File: src/core/mode_seq_pkg.sv
// Package for the operating-mode sequencer: states, timing, carriers.
// Assumes a single 40 MHz clock domain.
package mode_seq_pkg;

  // ---------------------------------------------------------------
  // Timing
  // ---------------------------------------------------------------
  localparam int unsigned CLK_HZ          = 40000000;
  localparam int unsigned STARTUP_MS      = 10;
  localparam int unsigned SOFTSTART_MS    = 10;
  localparam int unsigned STARTUP_CYCLES  = (CLK_HZ / 1000) * STARTUP_MS;
  localparam int unsigned SOFTSTART_CYCLES = (CLK_HZ / 1000) * SOFTSTART_MS;
  localparam int unsigned TIMER_W         = 20;

  // ---------------------------------------------------------------
  // Reset values
  // ---------------------------------------------------------------
  localparam logic ACTIVE_REQ_RESET = 1'b0;
  localparam logic BOOST_EN_RESET   = 1'b0;

  // ---------------------------------------------------------------
  // Modes
  // ---------------------------------------------------------------
  typedef enum logic [4:0] {
    MODE_RESET   = 5'h01,
    MODE_STANDBY = 5'h02,
    MODE_STARTUP = 5'h04,
    MODE_BOOST   = 5'h08,
    MODE_NORMAL  = 5'h10
  } mode_t;

  // Control register write carrier.
  typedef struct packed {
    logic wr;
    logic active_operation_request_bit;
    logic boost_enable_bit;
  } ctrl_wr_t;

  // Enables driven into the analog blocks.
  typedef struct packed {
    logic ref_osc_on;
    logic chip_enable;
    logic boost_on;
    logic boost_low_current;
  } enables_t;

endpackage

File: src/core/power_mode_sequencer.sv
// Operating-mode sequencer: reset, standby, startup, boost startup, normal.
// Assumes all inputs synchronous to clk; writes arrive as one-cycle pulses.
//
// What this block does
// Reset pin low or power-on reset forces reset mode and defaults.
// Power-on reset follows second supply; on release go to standby.
// Active request bit defaults to zero after power-on reset.
// With active request zero and no reset, stay in standby.
// Writes accepted in standby; bits take effect after startup.
// Setting active request runs startup with a 10 ms oscillator delay.
// Over-temperature disables operation and holds startup until cleared.
// Boost startup runs low-current PWM for a 10 ms soft-start.
// Boost startup entered from startup or when boost enable set.
// Normal mode accepts any write order and any bits changed.
// Boost enable zero puts boost converter into standby.
// After startup delay with boost enable zero, or after soft-start delay, proceed to normal mode.
`timescale 1ns/1ps

module power_mode_sequencer
  import mode_seq_pkg::*;
#(
  parameter int unsigned STARTUP_LEN   = STARTUP_CYCLES,
  parameter int unsigned SOFTSTART_LEN = SOFTSTART_CYCLES
)
(
  input  wire logic     clk,
  input  wire logic     rst,
  input  wire logic     external_reset_low_pin_n,
  input  wire logic     por_active,
  input  wire logic     overtemperature_cutoff,
  input  wire ctrl_wr_t ctrl_wr,
  output mode_t         mode,
  output enables_t      enables,
  output logic          active_req_out,
  output logic          boost_en_out
);

  // ---------------------------------------------------------------
  // State
  // ---------------------------------------------------------------
  mode_t              mode_reg;
  mode_t              mode_next;
  logic               act_reg;
  logic               act_next;
  logic               bst_reg;
  logic               bst_next;
  logic [TIMER_W-1:0] tmr_reg;
  logic [TIMER_W-1:0] tmr_next;
  enables_t           en_reg;
  enables_t           en_next;
  logic               in_reset;

  localparam logic [TIMER_W-1:0] STARTUP_LOAD   = TIMER_W'(STARTUP_LEN - 1);
  localparam logic [TIMER_W-1:0] SOFTSTART_LOAD = TIMER_W'(SOFTSTART_LEN - 1);

  // reset condition
  // power-on reset input
  assign in_reset = !external_reset_low_pin_n || por_active;

  // ---------------------------------------------------------------
  // Next-state logic
  // ---------------------------------------------------------------
  always_comb begin
    mode_next = mode_reg;
    act_next  = act_reg;
    bst_next  = bst_reg;
    tmr_next  = tmr_reg;
    // writes in standby
    // any order writes
    if (ctrl_wr.wr) begin
      act_next = ctrl_wr.active_operation_request_bit;
      bst_next = ctrl_wr.boost_enable_bit;
    end
    case (mode_reg)
      MODE_RESET: begin
        // release to standby
        mode_next = MODE_STANDBY;
      end
      MODE_STANDBY: begin
        // stay in standby
        // start sequence
        if (act_reg) begin
          mode_next = MODE_STARTUP;
          tmr_next  = STARTUP_LOAD;
        end
      end
      MODE_STARTUP: begin
        // hold while hot
        if (overtemperature_cutoff) begin
          tmr_next = STARTUP_LOAD;
        end else if (tmr_reg != '0) begin
          // oscillator delay
          tmr_next = tmr_reg - TIMER_W'(1);
        end else if (bst_reg) begin
          // boost from startup
          mode_next = MODE_BOOST;
          tmr_next  = SOFTSTART_LOAD;
        end else begin
          // go normal
          mode_next = MODE_NORMAL;
        end
      end
      MODE_BOOST: begin
        if (overtemperature_cutoff) begin
          mode_next = MODE_STARTUP;
          tmr_next  = STARTUP_LOAD;
        end else if (!bst_reg) begin
          // boost off, back to normal
          mode_next = MODE_NORMAL;
        end else if (tmr_reg != '0) begin
          // soft-start delay
          tmr_next = tmr_reg - TIMER_W'(1);
        end else begin
          // soft-start done
          mode_next = MODE_NORMAL;
        end
      end
      MODE_NORMAL: begin
        if (overtemperature_cutoff) begin
          mode_next = MODE_STARTUP;
          tmr_next  = STARTUP_LOAD;
        end else if (bst_reg && !en_reg.boost_on) begin
          // boost from normal
          mode_next = MODE_BOOST;
          tmr_next  = SOFTSTART_LOAD;
        end
      end
      default: begin
        mode_next = MODE_RESET;
      end
    endcase
    if (!act_reg && mode_reg != MODE_RESET) begin
      // back to standby
      mode_next = MODE_STANDBY;
      tmr_next  = '0;
    end
    // defaults on reset
    // request defaults low
    if (in_reset) begin
      mode_next = MODE_RESET;
      act_next  = ACTIVE_REQ_RESET;
      bst_next  = BOOST_EN_RESET;
      tmr_next  = '0;
    end
  end

  // ---------------------------------------------------------------
  // Enables
  // ---------------------------------------------------------------
  always_comb begin
    en_next = '0;
    case (mode_next)
      MODE_STARTUP: begin
        en_next.ref_osc_on = 1'b1;
      end
      MODE_BOOST: begin
        en_next.ref_osc_on        = 1'b1;
        en_next.chip_enable       = 1'b1;
        // low-current PWM
        en_next.boost_on          = 1'b1;
        en_next.boost_low_current = 1'b1;
      end
      MODE_NORMAL: begin
        en_next.ref_osc_on  = 1'b1;
        en_next.chip_enable = 1'b1;
        // boost follows bit
        en_next.boost_on    = bst_reg && bst_next && en_reg.boost_on;
      end
      default: begin
        en_next = '0;
      end
    endcase
  end

  // ---------------------------------------------------------------
  // Registers
  // ---------------------------------------------------------------
  always_ff @(posedge clk or posedge rst) begin
    if (rst) begin
      mode_reg <= MODE_RESET;
      act_reg  <= ACTIVE_REQ_RESET;
      bst_reg  <= BOOST_EN_RESET;
      tmr_reg  <= '0;
      en_reg   <= '0;
    end else begin
      mode_reg <= mode_next;
      act_reg  <= act_next;
      bst_reg  <= bst_next;
      tmr_reg  <= tmr_next;
      en_reg   <= en_next;
    end
  end

  assign mode           = mode_reg;
  assign enables        = en_reg;
  assign active_req_out = act_reg;
  assign boost_en_out   = bst_reg;

endmodule // power_mode_sequencer

File: config.mk
export PLATFORM = sky130hd
export DESIGN_NAME = power_mode_sequencer
export DESIGN_NICKNAME = d
export VERILOG_FILES = /design/src/core/mode_seq_pkg.sv /design/src/core/power_mode_sequencer.sv
export SDC_FILE = /design/constraint.sdc
export NUM_CORES = 1
export LEC_CHECK = 0
export CAP_MARGIN = 20
export CORE_MARGIN = 3
export CORE_UTILIZATION = 65
export DETAILED_ROUTE_END_ITERATION = 6
export DONT_BUFFER_PORTS = 1
export GPL_TIMING_DRIVEN = 0
export PLACE_DENSITY = 0.88
export REMOVE_ABC_BUFFERS = 1
export SYNTH_ARGS = -nofsm -noshare
export SYNTH_HDL_FRONTEND = slang
export SYNTH_SLANG_ARGS = --single-unit
File: constraint.sdc
create_clock -name clk -period 7.2 [get_ports clk]
set_input_delay 1.44 -clock clk [delete_from_list [all_inputs] [get_ports clk]]
set_output_delay 1.44 -clock clk [all_outputs]
set_load 0.01 [all_outputs]
# == Word level (Yosys, flattened, before mapping) ==
# Cells that the tools add are included.
# classes
n_addsub,1
n_eq_ne,14
n_mux,31
reduce_logical,13
# op_table
cell,count
$mux 20,11
$pmux 20 s4,1
$mux 5,11
$pmux 5 s5,1
$reduce_bool 20->1,1
$sub 20x1->20 const B,1
$ne 5x5->1 const B,3
$eq 5x3->1 const B,2
$eq 5x4->1 const B,2
$eq 5x5->1 const B,2
$mux 1,6
$ne 6x6->1 const B,1
$reduce_and 6->1,1
$reduce_bool 6->1,1
$eq 5x1->1 const B,1
$eq 5x2->1 const B,1
$ne 5x1->1 const B,1
$logic_and 1x1->1,4
$ne 4x4->1 const B,1
$pmux 2 s2,1
$logic_not 1->1,3
$reduce_or 3->1,1
$reduce_bool 2->1,1
$logic_or 1x1->1,1
# word_totals
regBits,31
inputBits,8

# == Logic depth before layout (Yosys ltp) ==
# Gate-level depths: netlist (run 1).
# logic_depth
depth_word,10
ltp_mapped,10
mapped_depth_nobuf,8

# == Worst setup path before layout (run 1) ==
# Ideal clock, no wire load.
# synth_path
path_kind,input-to-reg
from,input overtemperature_cutoff
to,register tmr_reg[15]
setup_ps,67
arrival_ps,2730
path_slack_ps,4403
stages,6
path_cell_list,nor4_1 > nand2_1 > a311o_1 > inv_2 > and2_4 > a32o_1
# synth_between
elab_chain_cells,4
# synth_rtl
item,line_no,rtl
from (decl),power_mode_sequencer.sv:30,"input wire logic overtemperature_cutoff,"
$mux 20 (on tied branches),"power_mode_sequencer.sv:119, power_mode_sequencer.sv:89, power_mode_sequencer.sv:104",
$pmux 20 s4,power_mode_sequencer.sv:74,case (mode_reg)
$mux 20,power_mode_sequencer.sv:132,if (!act_reg && mode_reg != MODE_RESET) begin
$mux 20,power_mode_sequencer.sv:139,if (in_reset) begin
to (signal assigned),power_mode_sequencer.sv:189,tmr_reg <= tmr_next;
to (decl),power_mode_sequencer.sv:47,logic [TIMER_W-1:0] tmr_reg;
# Parallel ways exist; a longest one is shown, timed or not.
# A chain may end at the register's enable or synchronous reset.

# == Worst setup path after layout (run 1) ==
# layout_path
from,input overtemperature_cutoff
to,register tmr_reg[12]
# Same word-level chain as after synthesis.

==> flow_summary.toml, run 1 <==
[layout]
syn2layout_area_growth_pct = 2.86
fin_nets = 208
largest_reg_flops = 20
diodes = 0
final_common_cell = "dfrtp_1"
layout.cells.non_filler = 230
final_cell_mix = "dfrtp_1 (30), nor2_1 (18), a21oi_1 (12)"
n_fill_cell = 175
drive_gt1_share_pct = 9.50

[setup_path]
crit_chain = "nor4_1, nand2_1, a31oi_1, and3_1, a311oi_1"
crit_path_max_incr_delay_ns = 0.82
cp_data_required_time_ns = 7.36
startpoint_type = "input port"
critPathSlowestCell = "a31oi_1"
critPathTopFamily = "simple AND/OR/NAND/NOR gates"
path_class = "in2reg"
crit_buf_inv = 0
cp-end-kind = "flop"
cp_data_arrival_time_ns = 3.67
cp_max_fo = 12

[synth]
yosysSeqAreaShare_pct = 41.3
ys_warn_count = 0
synth_area_per_cell_um2 = 9.36
yosys_most_used_dff = "dfrtp_1"
synth-edff-count = 0
ys_seq_elements = 31
synth_cell_type_count = 54
async_flop_share_pct = 100
synthCells = 201
syn_area_mm2 = 0.00188

[timing]
tightest_slew_ns = 1.10
final_max_slew_viol_count = 0
rsz0062_at_grt = "false"
fmax_mhz = 285
hold_violations = 0
period_needed_ns = 3.51
setup_tns_ns = 0
slew_headroom_pct = 26.5
clock_skew_ns = 0.00728
setup_violations = 0
min_period_over_period_pct = 48.7

[placed_design]
dp_hpwl_um = 2950
dpl.cell_count = 222
globalplace.congestion = 0.833
port-buffer-count = 0

[drt]
antenna_left = 0
viasPerCell = 7.15
wl_per_cell_um = 18.4
first_iter_violations = 99
totalWireLength_um = 4230
drcViolationCount = 0
vias = 1644
dr.pass1.iters = 4

[die]
dieArea_mm2 = 0.00357
rows = 18
fp.coreArea_mm2 = 0.00261
start_util_pct = 72.0
fp.dieH_um = 59.8
die_x_um = 59.8
io_pins = 19

[grt]
grt_pass1_vias = 1642
gr-total-overflow = 0
grt.total_usage_pct = 26.2
grt_max_degree = 25
antenna_found_initial = 0
grt_pass1_wl_um = 7100

[pwr]
p_leak_uw = 0.000851
power_density_mw_per_mm2 = 153
fin_total_pwr_uw = 295
ir_worst_vdd_uv = 130

[clock_tree]
cts_max_path_buffers = 2
holdBufCountCts = 0
cts_tree = "done"
htreeDepth = 2
numCtsBuffers = 5
ctsRootBufferMaster = "clkbuf_4"
post-cts-setup-buffers = 0
clock_latency_ns = 0.33
clk_pin_slew_worst_paths_ns = 0.09
cts_resized = 0
cts_sinks = 31

[run]
max-cap-violations = 0

[hold_path]
hold_class = "reg2reg"

[status]
status = "finished, final reports clean"
[final timing paths]
path                                    startpoint                 endpoint  slack [ns]  depth (start not counted)
max in group asynchronous                      rst  tmr_reg[11]$_DFFE_PP0P_        5.59                          2
min reg2reg                tmr_reg[10]$_DFFE_PP0P_  tmr_reg[10]$_DFFE_PP0P_        0.54                          1
min                        tmr_reg[10]$_DFFE_PP0P_  tmr_reg[10]$_DFFE_PP0P_        0.54                          1
max reg2reg                      mode[1]$_DFF_PP0_  tmr_reg[12]$_DFFE_PP0P_        4.21                          5
max                         overtemperature_cutoff  tmr_reg[12]$_DFFE_PP0P_        3.69                          5
min in group asynchronous                      rst   boost_en_out$_DFF_PP0_        1.09                          1
[power breakdown]
part	switching, µW	leakage [µW]	internal, µW
combinational	11.8	0.000394	7.78
sequential	3.68	0.000428	175
clock	58.4	0.0000293	38.0
total	73.9	0.000851	221
[per-stage QoR]
| stage | area [µm²] | worst slack (ns) | hold WS, ns | util (%) |
|---|---|---|---|---|
| finish | 1930 | 3.69 | 0.536 | 74.0 |
| global route | 1930 | 3.60 | 0.546 | 74.0 |
| CTS | 1930 | 3.74 | 0.533 | 74.0 |
| detailed placement | 1880 | 3.39 | 0.512 | 72.1 |
| global placement | 1850 | 3.17 | 0.471 | 70.8 |
| floorplan | 1810 | 3.76 | 0.448 | - |
[per-layer routing]
metal	vias up	GRT usage [%]	routed length, µm
met1	792	31.7	1810
met4	0	15.8	103
li1	767	-	-
met2	70	41.7	2080
met5	-	0	0
met3	15	6.48	238
[layout make-up]
cell class	count	area, µm²	share of cell area, %
Inverter	8	30.0	1.55
Sequential cell	31	777	40.2
Clock inverter	1	5.00	0.259
Multi-Input combinational cell	151	1000	51.9
Timing Repair Buffer	2	35.0	1.81
Tap cell	30	37.5	1.94
Clock buffer	7	45.0	2.33
[cells in the mapped netlist, types with 4 or more instances]
| library cell | number | area, µm² |
|---|---|---|
| a21oi_1 | 12 | 60.1 |
| a311oi_1 | 10 | 87.6 |
| buf_2 | 4 | 20.0 |
| clkbuf_1 | 4 | 15.0 |
| dfrtp_1 | 30 | 751 |
| inv_1 | 7 | 26.3 |
| nand2_1 | 9 | 33.8 |
| nand2b_1 | 11 | 68.8 |
| nand3_1 | 4 | 20.0 |
| nor2_1 | 18 | 67.6 |
| nor2b_1 | 5 | 31.3 |
| nor3_1 | 10 | 50.1 |
| nor4_1 | 5 | 31.3 |
| o21ai_0 | 6 | 30.0 |
| o22ai_1 | 6 | 37.5 |
| o2bb2ai_1 | 4 | 35.0 |
[cells by family (layout without fill, tap and decap cells)]
logic type / count (synthesis) / in the layout / synth area share (%)
xor+xnor: 2 / 2 / 0.932
buf+inv: 19 / 18 / 5.26
simple gates: 86 / 86 / 27.1
flops: 31 / 31 / 41.3
compound gates: 58 / 58 / 22.5
fa+ha+maj: 1 / 1 / 0.665
mux: 4 / 4 / 2.20
No activity file was read; power rests on OpenSTA's default activity.
==> run 2: changes to the inputs <==
- CORE_UTILIZATION: 65 -> 56
- PLACE_DENSITY: 0.88 -> 0.81
- clock period: 7.2 -> 2.9 ns (I/O delays scaled with it)
==> run 2 against run 1 <==
Clock power rose to 2.6 times the previous value; flip-flop and latch count unchanged; total power is 150% higher; critical endpoint is now tmr_reg[15]$_DFFE_PP0P_; largest cell class unchanged.
==> flow_summary.toml, run 2 (synthesis results as in run 1) <==
[status]
status = "finished, final reports clean"

[setup_path]
crit_path_max_incr_delay_ns = 0.86
reg2reg_depth = 6
critPathTopFamily = "compound AO/OA/AOI/OAI gates"
crit_buf_inv = 1
cp-end-kind = "flop"
path_class = "reg2reg"
cp_data_arrival_time_ns = 2.91
cp_max_fo = 12
worst-path-stages = 6
ff2ff_setup_slack_ns = 0.24
crit_chain = "nor2_1, a32oi_1, a311o_1, inv_2, and2_4, a32o_1"
startpoint_type = "flop"
cp_data_required_time_ns = 3.14
critPathSlowestCell = "a32oi_1"

[drt]
antenna_left = 0
wl_per_cell_um = 17.3
first_iter_violations = 162
totalWireLength_um = 4210
drcViolationCount = 0
dr.pass1.iters = 4
viasPerCell = 6.64
vias = 1621

[die]
fp.dieH_um = 64.0
io_pins = 19
dieArea_mm2 = 0.00409
die_x_um = 64.0
start_util_pct = 60.1
fp.coreArea_mm2 = 0.00313
rows = 20

[timing]
hold_ws_ns = 0.211
clock_skew_ns = 0.0128
setup_tns_ns = 0
fmax_mhz = 375
tightest_slew_ns = 1.00
min_period_over_period_pct = 91.9
period_needed_ns = 2.66
final_max_slew_viol_count = 0
hold_violations = 0
slew_headroom_pct = 33.1
rsz0062_at_grt = "false"
setup_violations = 0

[clock_tree]
ctsRootBufferMaster = "clkbuf_4"
clk_pin_slew_worst_paths_ns = 0.10
cts_max_path_buffers = 2
cts_tree = "done"
htreeDepth = 2
cts_sinks = 31
clock_latency_ns = 0.34
numCtsBuffers = 5

[placed_design]
dp_hpwl_um = 3000
port-buffer-count = 0
dpl.cell_count = 236
globalplace.congestion = 0.896

[layout]
layout.cells.non_filler = 244
final_cell_mix = "dfrtp_1 (30), nor2_1 (18), a21oi_1 (12)"
final_common_cell = "dfrtp_1"
syn2layout_area_growth_pct = 4.46
largest_reg_flops = 20
drive_gt1_share_pct = 11.0
diodes = 0
fin_nets = 208
n_fill_cell = 261

[pwr]
switching_share_pct = 25.6
fin_total_pwr_uw = 738
power_density_mw_per_mm2 = 376
ir_worst_vdd_uv = 299
p_leak_uw = 0.000854
switchingPower_uw = 189
p_comb_share_pct = 6.4
clockPowerShare_pct = 33.3
intPower_uw = 549
p_seq_share_pct = 60.3

[grt]
antenna_found_initial = 0
gr-total-overflow = 0
grt_pass1_vias = 1668
grt_pass1_wl_um = 7440
grt.total_usage_pct = 23.5
grt_max_degree = 25

[run]
max-cap-violations = 0

[hold_path]
hold_class = "in2async"
==> run 2: changes by cell type in the layout (fill, tap and decap cells not counted) <==
cell     change
nor3b_2      +1
nor3b_1      -1
a31oi_1      -1
and3_1       -1
and3_2       +1
a31oi_2      +1
==> run 2: layer usage <==
| layer | wire (µm) | track usage [%] | up-vias |
|---|---|---|---|
| met5 | 0 | 0 | - |
| met4 | 95 | 11.1 | 0 |
| met3 | 307 | 7.56 | 13 |
| met2 | 2120 | 39.9 | 63 |
| met1 | 1690 | 26.5 | 781 |
| li1 | - | - | 764 |
==> run 2: metrics by stage <==
stage                     util, %  cell area, µm²  worst slack, ns
final                        62.8            1960            0.236
after CTS                    62.6            1960            0.120
after detailed placement     60.8            1900          -0.0191
after global placement       59.7            1870           -0.375
after global routing         62.8            1960           0.0249
after floorplan                 -            1810            0.325
==> run 2: path summary, 6_finish.rpt <==
kind / from / end
setup / recovery: mode[3]$_DFF_PP0_ / tmr_reg[15]$_DFFE_PP0P_
hold / removal: rst / mode[2]$_DFF_PP0_
setup reg to reg: mode[3]$_DFF_PP0_ / tmr_reg[15]$_DFFE_PP0P_
hold reg to reg: tmr_reg[16]$_DFFE_PP0P_ / tmr_reg[16]$_DFFE_PP0P_
max in group asynchronous: rst / tmr_reg[6]$_DFFE_PP0P_
min in group clk: ctrl_wr[0] / boost_en_out$_DFF_PP0_
==> run 2: area by class of cell <==
cell class / count / area, µm² / share of cell area (%)
clock buffer: 7 / 45.0 / 2.29
multi-input combinational: 151 / 1020 / 51.8
timing repair buffer: 2 / 35.0 / 1.78
sequential: 31 / 777 / 39.6
tap: 44 / 55.1 / 2.80
clock inverter: 1 / 5.00 / 0.255
inverter: 8 / 30.0 / 1.53
==> run 2: timing repair <==
item / CTS / global route
hold buffers: 0 / 0
setup endpoints to repair: 10 / 11
endpoints found under the hold margin: 0 / 0
setup buffers: 0 / 0
resized for setup: 1 / 2
==> run 2: power groups by stage <==
stage	clock, µW	sequential, µW	combinational (µW)
2_1_floorplan	0	451	33.7
3_3_place_gp	0	452	40.3
3_5_place_dp	0	453	47.6
4_1_cts	248	444	47.8
5_1_grt	271	445	53.6
6_report	246	445	47.4
==> run 3: changes to the inputs <==
--- a/config.mk
+++ b/config.mk
@@ -6,11 +6,10 @@
 export NUM_CORES = 1
 export LEC_CHECK = 0
-export CAP_MARGIN = 20
 export CORE_MARGIN = 3
-export CORE_UTILIZATION = 56
+export CORE_UTILIZATION = 28
 export DETAILED_ROUTE_END_ITERATION = 6
 export DONT_BUFFER_PORTS = 1
 export GPL_TIMING_DRIVEN = 0
-export PLACE_DENSITY = 0.81
+export PLACE_DENSITY = 0.5
 export REMOVE_ABC_BUFFERS = 1
 export SYNTH_ARGS = -nofsm -noshare
==> constraint.sdc (replaced) <==
create_clock -name clk -period 2.9 [get_ports clk]
set_input_delay 0.145 -clock clk [delete_from_list [all_inputs] [get_ports clk]]
set_output_delay 0.145 -clock clk [all_outputs]
set_load 0.01 [all_outputs]
==> run 3 against run 2 <==
Routed wire length increased by 4.8%; sequential power about the same; worst setup slack improved by 0.0089 ns; clock power increased by 54%; critical path depth unchanged; final cell count increased by 14%; total power increased by 19%; worst hold slack got worse by 0.17 ns; critical path type unchanged; critical endpoint is now tmr_reg[4]$_DFFE_PP0P_; largest power group unchanged; highest routed layer unchanged.
==> flow_summary.toml, run 3 (synthesis results as in run 1) <==
[placed_design]
dpl.cell_count = 268
dp_hpwl_um = 3010
globalplace.congestion = 0.792
dpl_cell_area_mm2 = 0.00193
port-buffer-count = 0

[layout]
final_cell_mix = "dfrtp_1 (30), nor2_1 (18), a21oi_1 (12)"
diodes = 0
largest_reg_flops = 20
n_fill_cell = 675
syn2layout_area_growth_pct = 10.4
finalCoreUtilization_pct = 32.3
drive_gt1_share_pct = 11.4
layout.cells.non_filler = 278
final_area_mm2 = 0.00208
final_common_cell = "dfrtp_1"
fin_nets = 209

[die]
start_util_pct = 29.3
fp.dieH_um = 88.0
die_x_um = 88.0
dieArea_mm2 = 0.00774
rows = 29
fp.coreArea_mm2 = 0.00642
io_pins = 19

[pwr]
power_density_mw_per_mm2 = 421
ir_worst_vdd_uv = 207
p_leak_uw = 0.000881
fin_total_pwr_uw = 875

[timing]
clock_skew_ns = 0.00681
fmax_mhz = 377
slew_headroom_pct = 42.2
tightest_slew_ns = 0.867
setup_tns_ns = 0
setup_violations = 0
final_max_slew_viol_count = 0
min_period_over_period_pct = 91.6
hold_violations = 0
rsz0062_at_grt = "false"
period_needed_ns = 2.66

[drt]
first_iter_violations = 67
viasPerCell = 5.62
drcViolationCount = 0
totalWireLength_um = 4410
vias = 1561
antenna_left = 0
wl_per_cell_um = 15.9
dr.pass1.iters = 4

[status]
status = "finished, final reports clean"

[clock_tree]
cts_max_path_buffers = 2
clock_latency_ns = 0.29
clk_pin_slew_worst_paths_ns = 0.07
cts_tree = "done"
ctsRootBufferMaster = "clkbuf_8"
numCtsBuffers = 5
cts_sinks = 31
htreeDepth = 2

[grt]
antenna_found_initial = 0
grt_pass1_vias = 1620
gr-total-overflow = 0
grt_max_degree = 32
grt_pass1_wl_um = 7650
grt.total_usage_pct = 12.6

[setup_path]
cp_data_required_time_ns = 3.09
cp_data_arrival_time_ns = 2.84
cp_max_fo = 24
startpoint_type = "flop"
cp-end-kind = "flop"
path_class = "reg2reg"

[run]
max-cap-violations = 0

[hold_path]
hold_class = "in2reg"
==> run 3: cell count changes in the layout (fill, tap and decap cells not counted), sizes merged <==
cell / change
inv: -1
dlygate4sd3: +1
clkbuf: +1
==> run 3: power by group <==
part / internal [µW] / total [µW] / switching, µW
Sequential: 436 / 445 / 9.32
Clock: 216 / 379 / 163
Combinational: 21.2 / 50.3 / 29.1
==> run 3: final timing paths <==
check                                               end                    start  slack [ns]  depth (start not counted)
worst min-delay path             boost_en_out$_DFF_PP0_               ctrl_wr[0]        0.04                          2
min in group asynchronous       tmr_reg[17]$_DFFE_PP0P_                      rst        0.31                          2
worst min register to register  tmr_reg[16]$_DFFE_PP0P_  tmr_reg[16]$_DFFE_PP0P_        0.49                          1
worst max register to register   tmr_reg[4]$_DFFE_PP0P_        mode[1]$_DFF_PP0_        0.24                          6
worst max-delay path             tmr_reg[4]$_DFFE_PP0P_        mode[1]$_DFF_PP0_        0.24                          6
max in group asynchronous        tmr_reg[1]$_DFFE_PP0P_                      rst        2.15                          3
==> run 3: final cells by class <==
| class | count | area, µm² | area share (%) |
|---|---|---|---|
| flip-flops and latches | 31 | 777 | 37.4 |
| multi-input cells | 151 | 1020 | 49.3 |
| repair buffers | 3 | 48.8 | 2.35 |
| inverters | 8 | 30.0 | 1.45 |
| well taps | 77 | 96.3 | 4.64 |
| clock buffers | 8 | 100 | 4.82 |
==> run 3: through the flow <==
stage                     hold slack (ns)  setup slack (ns)
after global routing               0.0541            0.0129
after detailed placement            0.328           -0.0490
after global placement              0.312            -0.629
after CTS                          0.0381             0.213
final                              0.0405             0.244
after floorplan                     0.248             0.344
==> run 3: layer usage <==
metal	part of all wire [%]	global-route usage [%]
met1	46	15.8
met2	47	20.3
met5	0	0
met3	5.7	4.42
met4	0.54	4.18
==> run 3: critical path: stages (launching register included) <==
cell and delay (ns):
dfrtp_1 0.53, or3_1 0.47, or2_1 0.26, o41ai_1 0.07, and3_1 0.78, a21oi_1 0.14, a311oi_1 0.30
==> run 3: repair_timing <==
| action | in CTS | in global routing |
|---|---|---|
| setup endpoints to repair | 11 | 0 |
| hold buffers | 0 | 1 |
| gates resized for setup | 2 | 0 |
| endpoints found under the hold margin | 0 | 13 |
| buffers inserted | 0 | 0 |
